**config.mk**
```make
export PLATFORM = sky130hd
export DESIGN_NAME = trigger_counter_line_snapshot
export DESIGN_NICKNAME = d
export VERILOG_FILES = /design/src/rtl/tcls_pkg.sv /design/src/rtl/trigger_counter_line_snapshot.sv
export VERILOG_INCLUDE_DIRS = /design/src /design/src/rtl
export SDC_FILE = /design/constraint.sdc
export NUM_CORES = 1
export LEC_CHECK = 0
export BUFFER_PORTS_ARGS = -buffer_cell sky130_fd_sc_hd__buf_2
export CAP_MARGIN = 40
export CORE_AREA = 2 2 122 124
export DETAILED_ROUTE_END_ITERATION = 10
export DIE_AREA = 0 0 124 126
export MAX_ROUTING_LAYER = met4
export PLACE_DENSITY = 0.69
export SLEW_MARGIN = 20
export SYNTH_ARGS = -nofsm -noshare
export SYNTH_HDL_FRONTEND = slang
export SYNTH_SLANG_ARGS = --single-unit
```
**constraint.sdc**
```tcl
create_clock -name clk -period 7.55 [get_ports clk]
set_clock_uncertainty 0.2 [all_clocks]
set_input_delay 0.3775 -clock clk [delete_from_list [all_inputs] [get_ports clk]]
set_output_delay 0.3775 -clock clk [all_outputs]
set_load 0.05 [all_outputs]
```
**src/rtl/tcls_defines.svh**
```systemverilog
`ifndef TCLS_DEFINES_SVH
`define TCLS_DEFINES_SVH

// ----------------------------------------
// Register byte addresses
// ----------------------------------------
`define TCLS_ADDR_CTRL 5'h00
`define TCLS_ADDR_CMD 5'h04
`define TCLS_ADDR_COUNT 5'h08
`define TCLS_ADDR_SNAP 5'h0C
`define TCLS_ADDR_ITEM_CNT 5'h10
`define TCLS_ADDR_ITEM_SNAP 5'h14

// ----------------------------------------
// Control and command register fields
// ----------------------------------------
`define TCLS_CTRL_MODE_BIT 0
`define TCLS_CTRL_CNT_ON_BIT 1
`define TCLS_CTRL_SNAP_ON_BIT 2
`define TCLS_CTRL_FREE_RUN_BIT 3
`define TCLS_CTRL_CLR_LSB 4
`define TCLS_CTRL_CLR_MSB 5
`define TCLS_CMD_CLEAR_BIT 0

// ----------------------------------------
// Widths, count step and limit, and reset values
// ----------------------------------------
`define TCLS_WORD_W 32
`define TCLS_COUNT_RST 32'h0000_0000
`define TCLS_COUNT_STEP 32'h0000_0001
`define TCLS_COUNT_MAX 32'hFFFF_FFFF
`define TCLS_WORD_ZERO 32'h0000_0000

`endif

```
**src/rtl/tcls_pkg.sv**
```systemverilog
package tcls_pkg;

	// Clear origin of the trigger count, off first so reset lands on it
	typedef enum logic [1:0] {
		CLR_OFF,
		CLR_LINE_ONE,
		CLR_LINE_TWO,
		CLR_SOFTWARE
	} count_clear_origin_t;

endpackage

```
**src/rtl/trigger_counter_line_snapshot.sv**
```systemverilog
`timescale 1ns/100ps
// Behaviour
// - The trigger count is an unsigned 32-bit register.
// - The first trigger after start gives 1 and each later trigger adds one.
// - After 4294967295 the next trigger gives 0 and counting goes on upward.
// - In free-running mode without triggers the count item is not provided.
// - Item enables act only while appended-data mode is on; mode off disables all items.
// - An enabled count item carries the count of the trigger that started the image.
// - Every external trigger increments the count, even one that starts no image.
// - Power-up reset returns the trigger count to 0.
// - The clear origin is input line one, input line two, software or off.
// - After reset the clear origin is off, so clearing is disabled.
// - With the software origin the count clears only on the software clear command.
// - Each trigger samples all line levels; an enabled snapshot item attaches that sample.
// - The line snapshot is a 32-bit word with fixed bit positions per line.
// - A snapshot bit is 0 for a low line and 1 for a high line at the trigger.
`include "tcls_defines.svh"

module trigger_counter_line_snapshot #(
	parameter int IN_LINES = 2,
	parameter int OUT_LINES = 4
) (
	input wire logic clk,
	input wire logic rst,
	input wire logic [4:0] avs_address,
	input wire logic avs_read,
	input wire logic avs_write,
	input wire logic [31:0] avs_writedata,
	input wire logic [3:0] avs_byteenable,
	output logic [31:0] avs_readdata,
	output logic avs_waitrequest,
	input wire logic trigger_pin,
	input wire logic [IN_LINES-1:0] in_lines,
	input wire logic [OUT_LINES-1:0] out_lines,
	input wire logic image_start,
	output logic [31:0] item_count,
	output logic item_count_valid,
	output logic [31:0] item_snapshot,
	output logic item_snapshot_valid
);

	// ----------------------------------------
	// Elaboration checks
	// ----------------------------------------
	if (IN_LINES < 2 || OUT_LINES < 1 || IN_LINES + OUT_LINES > `TCLS_WORD_W) begin : g_bad
		$error("line counts do not fit the snapshot word");
	end

	localparam int SNAP_USED = IN_LINES + OUT_LINES;

	// ----------------------------------------
	// Pin synchronisers
	// ----------------------------------------
	logic [IN_LINES:0] pin_meta_r;
	logic [IN_LINES:0] pin_sync_r;
	logic [IN_LINES:0] pin_prev_r;

	always_ff @(posedge clk) begin
		if (rst) begin
			pin_meta_r <= '0;
			pin_sync_r <= '0;
		end else begin
			pin_meta_r <= {trigger_pin, in_lines};
			pin_sync_r <= pin_meta_r;
		end
	end

	always_ff @(posedge clk) begin
		if (rst) begin
			pin_prev_r <= '0;
		end else begin
			pin_prev_r <= pin_sync_r;
		end
	end

	logic acquisition_trigger_event;
	logic input_line_one;
	logic input_line_two;
	logic line_one_rise;
	logic line_two_rise;
	assign acquisition_trigger_event = pin_sync_r[IN_LINES] & ~pin_prev_r[IN_LINES];
	assign input_line_one = pin_sync_r[0];
	assign input_line_two = pin_sync_r[1];
	assign line_one_rise = input_line_one & ~pin_prev_r[0];
	assign line_two_rise = input_line_two & ~pin_prev_r[1];

	logic [IN_LINES-1:0] line_lvls;
	assign line_lvls = pin_sync_r[IN_LINES-1:0];

	// ----------------------------------------
	// Register bus
	// ----------------------------------------
	// One wait cycle keeps read data registered
	logic ack_r;
	logic bus_req;
	logic wr_fire;
	logic rd_fire;
	assign bus_req = avs_read | avs_write;
	assign avs_waitrequest = bus_req & ~ack_r;
	assign wr_fire = avs_write & ack_r;
	assign rd_fire = avs_read & ~ack_r;

	always_ff @(posedge clk) begin
		if (rst) begin
			ack_r <= 1'b0;
		end else begin
			ack_r <= bus_req & ~ack_r;
		end
	end

	function automatic logic hit(input logic [4:0] addr, input logic [4:0] target);
		hit = addr == target;
	endfunction

	logic appended_data_mode_on_r;
	logic count_item_on_r;
	logic snap_item_on_r;
	logic free_run_r;
	tcls_pkg::count_clear_origin_t count_clear_origin_r;

	always_ff @(posedge clk) begin
		if (rst) begin
			appended_data_mode_on_r <= 1'b0;
			count_item_on_r <= 1'b0;
			snap_item_on_r <= 1'b0;
			free_run_r <= 1'b0;
			count_clear_origin_r <= tcls_pkg::CLR_OFF;
		end else if (wr_fire && hit(avs_address, `TCLS_ADDR_CTRL) && avs_byteenable[0]) begin
			appended_data_mode_on_r <= avs_writedata[`TCLS_CTRL_MODE_BIT];
			count_item_on_r <= avs_writedata[`TCLS_CTRL_CNT_ON_BIT];
			snap_item_on_r <= avs_writedata[`TCLS_CTRL_SNAP_ON_BIT];
			free_run_r <= avs_writedata[`TCLS_CTRL_FREE_RUN_BIT];
			count_clear_origin_r <= tcls_pkg::count_clear_origin_t'(
				avs_writedata[`TCLS_CTRL_CLR_MSB:`TCLS_CTRL_CLR_LSB]);
		end
	end

	logic count_clear_command;
	assign count_clear_command = wr_fire && hit(avs_address, `TCLS_ADDR_CMD)
		&& avs_byteenable[0] && avs_writedata[`TCLS_CMD_CLEAR_BIT];

	// ----------------------------------------
	// Trigger count
	// ----------------------------------------
	logic [31:0] trig_count_r;
	logic [31:0] trig_count_nxt;
	logic count_clear;

	always_comb begin
		case (count_clear_origin_r)
			tcls_pkg::CLR_LINE_ONE: count_clear = line_one_rise;
			tcls_pkg::CLR_LINE_TWO: count_clear = line_two_rise;
			tcls_pkg::CLR_SOFTWARE: count_clear = count_clear_command;
			default: count_clear = 1'b0;
		endcase
	end

	// A trigger in the clearing cycle still counts, so it is not lost
	always_comb begin
		trig_count_nxt = count_clear ? `TCLS_COUNT_RST : trig_count_r;
		if (acquisition_trigger_event) begin
			trig_count_nxt = trig_count_nxt + `TCLS_COUNT_STEP;
		end
	end

	always_ff @(posedge clk) begin
		if (rst) begin
			trig_count_r <= `TCLS_COUNT_RST;
		end else begin
			trig_count_r <= trig_count_nxt;
		end
	end

	// ----------------------------------------
	// Line snapshot
	// ----------------------------------------
	logic [31:0] all_lines_snapshot_r;
	logic [31:0] snap_word;
	logic [31:0] trig_latch_r;
	logic trig_seen_r;

	always_comb begin
		snap_word = `TCLS_WORD_ZERO;
		snap_word[SNAP_USED-1:0] = {out_lines, line_lvls};
	end

	always_ff @(posedge clk) begin
		if (rst) begin
			all_lines_snapshot_r <= `TCLS_WORD_ZERO;
			trig_latch_r <= `TCLS_COUNT_RST;
			trig_seen_r <= 1'b0;
		end else if (acquisition_trigger_event) begin
			all_lines_snapshot_r <= snap_word;
			trig_latch_r <= trig_count_nxt;
			trig_seen_r <= 1'b1;
		end
	end

	// ----------------------------------------
	// Appended items
	// ----------------------------------------
	logic cnt_attach;
	logic snap_attach;
	// Free run has no trigger, so no count value belongs to the image
	assign cnt_attach = image_start & appended_data_mode_on_r & count_item_on_r
		& ~free_run_r & trig_seen_r;
	assign snap_attach = image_start & appended_data_mode_on_r & snap_item_on_r;

	always_ff @(posedge clk) begin
		if (rst) begin
			item_count <= `TCLS_WORD_ZERO;
			item_count_valid <= 1'b0;
		end else begin
			item_count_valid <= cnt_attach;
			if (cnt_attach) begin
				item_count <= trig_latch_r;
			end
		end
	end

	always_ff @(posedge clk) begin
		if (rst) begin
			item_snapshot <= `TCLS_WORD_ZERO;
			item_snapshot_valid <= 1'b0;
		end else begin
			item_snapshot_valid <= snap_attach;
			if (snap_attach) begin
				item_snapshot <= all_lines_snapshot_r;
			end
		end
	end

	// ----------------------------------------
	// Read mux
	// ----------------------------------------
	logic [31:0] rd_word;
	always_comb begin
		rd_word = `TCLS_WORD_ZERO;
		case (avs_address)
			`TCLS_ADDR_CTRL: begin
				rd_word[`TCLS_CTRL_MODE_BIT] = appended_data_mode_on_r;
				rd_word[`TCLS_CTRL_CNT_ON_BIT] = count_item_on_r;
				rd_word[`TCLS_CTRL_SNAP_ON_BIT] = snap_item_on_r;
				rd_word[`TCLS_CTRL_FREE_RUN_BIT] = free_run_r;
				rd_word[`TCLS_CTRL_CLR_MSB:`TCLS_CTRL_CLR_LSB] = count_clear_origin_r;
			end
			`TCLS_ADDR_COUNT: rd_word = trig_count_r;
			`TCLS_ADDR_SNAP: rd_word = all_lines_snapshot_r;
			`TCLS_ADDR_ITEM_CNT: rd_word = item_count;
			`TCLS_ADDR_ITEM_SNAP: rd_word = item_snapshot;
			default: rd_word = `TCLS_WORD_ZERO;
		endcase
	end

	always_ff @(posedge clk) begin
		if (rst) begin
			avs_readdata <= `TCLS_WORD_ZERO;
		end else if (rd_fire) begin
			avs_readdata <= rd_word;
		end
	end
endmodule // trigger_counter_line_snapshot

```
==> results.txt <==
The total number of nets in the final design came out at 874. The number of setup buffers added after CTS is 0. The via count of the first global-routing pass came to 4849. The yosys synthesis warning count is 0. The area after detailed placement came out at 0.006893 mm2. The number of clock buffers inserted by TritonCTS came out at 17. The initial cell density of the core is 0.4480.

The number of antenna violations at the first check in global routing came out at 0. The max-cap check violation count came out at 0. The insertion delay to the later sink of the worst-skew pair is 0.43 ns.

The analysis attributes to cell leakage a power of 2.940 nW. The final routed wire length divided by cell count came out at 14.86 um. Hold timing on the final database bottoms out at a slack of 0.01741 ns. The number of buffers between clock root and the deepest sink is 2. The critical path is of the reg2reg type. The sequential share of the synthesized area is 0.4964. The overall power after layout came out at 0.001870 W.

The setup slack of the most critical reg-to-reg path came out at 4.36 ns. At the pin with the least slew margin, the transition time is 0.8156 ns. Broken down by cell family, the worst path's largest delay share belongs to simple AND/OR/NAND/NOR gates. The largest stage delay on the critical path is 0.58 ns. The synthesized cell area is 0.006412 mm2. The ratio of total power to cell area came out at 245.6 mW/mm2.

The die covers 0.01562 mm2. Setup repair after global routing left no endpoint under its margin. The number of buffers and inverters on the critical path came out at 0.

The via count of the routed design came out at 5248. The vertical die dimension is 126 um. The number of stages on the worst setup path is 9. Summed over all layers, the global routing overflow is 0.

The register clock-pin slew on the reported worst setup and hold paths came out at 0.06 ns. Timing analysis after detailed placement gives a worst setup slack of 4.252 ns. The largest fanout on the critical path is 8. The maximum clock frequency came out at 313.8 MHz. Counting flops with a built-in enable in the synthesized netlist gives 0. For this run, the leading register cell type out of synthesis is sky130_fd_sc_hd__dfxtp_1.

The maximum ir drop on the vdd rail is 0.1473 mV. Walking the worst path, the cells encountered are nor3b_1 > a21oi_1 > and3_1 > ha_1 > nand3b_1 > nor2_1 > xnor2_1 > or3_1 > a21oi_1. The min-delay analysis places its worst path in the category in2reg. The data required time at the worst endpoint is 7.70 ns. The number of DRC markers in iteration 0 came out at 314. The data arrival time at the worst-slack endpoint is 3.34 ns.

For this run, design rule violations remaining after detail routing come to 0. The most critical setup path has its endpoint at trig_latch_r[4]. In this run the worst setup path begins at count_clear_origin_r[0]. The share of the clock period used by the worst path after layout came out at 0.4220. The H-tree depth reported by CTS is 4.

The placed wire-length estimate came out at 9.618 mm. The routability-driven placement congestion ratio is 0.8041. The total area inside the core boundary comes to 0.01431 mm2. The final worst setup slack is 4.364 ns. The number of inserted diodes came out at 0. The worst path needs 3.186 ns of the cycle, external delays included. The detailed-router iteration count before antenna repair is 6. The average cell area after synthesis is 8.748 um2. Among all stages on the critical path, the largest delay is contributed by sky130_fd_sc_hd__nor2_1.

Setup violations remaining at the end of the flow were counted as 0. The worst setup path is launched from a register. The flow ran to the end, and the final reports show no timing, DRC or antenna violations. The count of fill cells added during filler insertion is 1335. For the worst flop-to-flop path, the logic depth is 9. The fraction of final layout cells sized beyond drive strength 1 is 0.1909. For this design, the sink count on the clock tree is 159. For this run, the total global-route usage over all layers was measured as 0.2062.

The final count of pins violating max slew is 0. In this run the tightest slew margin relative to its limit is 0.4563. In this design, the critical path's most frequently occurring cell is sky130_fd_sc_hd__a21oi_1. The routed wire length came out at 15.11 mm. The count of antenna-violating nets left after detailed routing is 0. The startpoint identified for the worst register-to-register timing path is count_clear_origin_r[0]. The die span in x came out at 124 um. The I/O pin count is 152. The count of unique library cells instantiated by Yosys is 49. The cell sitting at the root of the clock tree is a sky130_fd_sc_hd__clkbuf_16. The post-layout instance area came out at 0.007615 mm2.

The count of buffers added on input and output ports is 96. TritonCTS built the clock tree. STA classifies the critical path endpoint as a register. The summed negative setup slack over all endpoints is 0 ns.

The average vias per placed instance is 5.160. The reg-to-reg critical path endpoint is trig_latch_r[4]. The synthesis-to-layout area growth is 18.75%.

The proportion of synthesized flip-flops having asynchronous set or reset came out at 0. In this run, synthesis produced a sequential element count of 159. Entering global routing, the biggest net connects 65 pins. The number of hold violations in the final report came out at 0.

The gate count of the mapped netlist came out at 733. The first global-routing pass estimated 24.50 mm of wire. The total number of placement rows came out at 44.
-- placed cells by master (no fill, tap or decap), types with 12 or more instances in the layout --
master,instances
sky130_fd_sc_hd__xnor2_1,12
sky130_fd_sc_hd__nand2_1,125
sky130_fd_sc_hd__buf_2,96
sky130_fd_sc_hd__a22oi_1,38
sky130_fd_sc_hd__nor2_1,82
sky130_fd_sc_hd__nand4_1,13
sky130_fd_sc_hd__nand3_1,14
sky130_fd_sc_hd__xor2_1,19
sky130_fd_sc_hd__conb_1,26
sky130_fd_sc_hd__a21oi_1,52
sky130_fd_sc_hd__a211oi_1,26
sky130_fd_sc_hd__clkbuf_16,17
sky130_fd_sc_hd__dfxtp_1,159
sky130_fd_sc_hd__mux2i_1,12
-- worst min path at each step --
| stage | start | endpoint | slack, ns | cells after the start |
|---|---|---|---|---|
| 2_1_floorplan | pin_meta_r[0] | pin_sync_r[0] | 0.21 | 1 |
| 3_3_place_gp | pin_meta_r[1] | pin_sync_r[1] | 0.22 | 1 |
| 3_5_place_dp | pin_meta_r[1] | pin_sync_r[1] | 0.22 | 1 |
| 4_1_cts | avs_writedata[2] | snap_item_on_r | 0.0008 | 3 |
| 5_1_grt | avs_writedata[2] | snap_item_on_r | 0.01 | 3 |
| 6_report | avs_writedata[1] | count_item_on_r | 0.02 | 3 |
-- kinds of logic after synthesis --
kind of cell | after synthesis | share of synthesized area
AOI/OAI and AO/OA | 155 | 0.1584
xor gates and xnor gates | 31 | 0.04234
adders and majority gates | 1 | 0.001951
buffers and inverters | 75 | 0.06459
DFF | 159 | 0.4964
muxes | 12 | 0.01873
other | 1 | 0.0005848
and+or+nand+nor | 299 | 0.2170
-- flip-flops by register name, indices dropped and copies added, names as in the netlist, 2 cells and up --
name	cells
item_snapshot	6
count_clear_origin_r	2
pin_meta_r	3
item_count	32
trig_latch_r	32
trig_count_r	32
all_lines_snapshot_r	6
pin_prev_r	3
pin_sync_r	3
avs_readdata	32
-- synthesized netlist by cell type (all sizes together) (12+ instances only) --
| cell | instances | area, um2 |
|---|---|---|
| a22oi | 38 | 285.3 |
| dfxtp | 159 | 3183 |
| a21oi | 52 | 260.3 |
| a211oi | 27 | 207.7 |
| buf | 36 | 267.8 |
| o21ai | 29 | 182.7 |
| mux2i | 12 | 120.1 |
| nand4 | 13 | 81.33 |
| clkbuf | 36 | 135.1 |
| nand3 | 16 | 92.59 |
| xnor2 | 12 | 105.1 |
| nand2 | 126 | 480.5 |
| xor2 | 19 | 166.4 |
| nor2 | 82 | 307.8 |
-- per-layer routing --
metal	track usage	share of wire	vias to the layer above
met2	0.3154	0.47	137
met5	-	0	-
met3	0.04620	0.049	27
li1	-	-	2665
met1	0.2623	0.46	2419
met4	0.08658	0.021	0
-- worst reg2reg max path: cells and delay by family (launching register included) --
| kind | cells | cell delay (ns) |
|---|---|---|
| AND/OR/NAND/NOR | 5 | 1.50 |
| AO/OA/AOI/OAI | 2 | 0.55 |
| flip-flops | 1 | 0.46 |
| adder cells (fa/ha/maj) | 1 | 0.26 |
| XOR/XNOR | 1 | 0.15 |
-- power breakdown --
| part | internal (W) | switching, W | total, W | leakage (nW) |
|---|---|---|---|---|
| logic | 0.0000318 | 0.000118 | 0.000150 | 1.37 |
| clock network | 0.000501 | 0.000357 | 0.000858 | 0.283 |
| registers | 0.000855 | 0.00000815 | 0.000863 | 1.29 |
-- through the flow --
stage,utilization,std cells
after floorplan,-,758
after global placement,0.4816,973
after detailed placement,0.4816,973
after CTS,0.5302,1015
after global routing,0.5320,1017
final,0.5320,1017
-- layout make-up --
cell class                 instances  area, um2  share of cell area
multi-input combinational        524       2933              0.3851
clock inverter                    14      157.7             0.02070
timing repair buffer             115      660.6             0.08676
tap                              184      230.2             0.03023
sequential                       159       3183              0.4180
inverter                           3      11.26            0.001479
clock buffer                      18      439.2             0.05767
-- repair_timing --
action,in CTS,in global routing
hold endpoints to repair,10,0
setup endpoints to repair,0,0
resized for setup,0,0
hold buffers,10,0
Note: power is estimated with default switching activity, not from simulation.
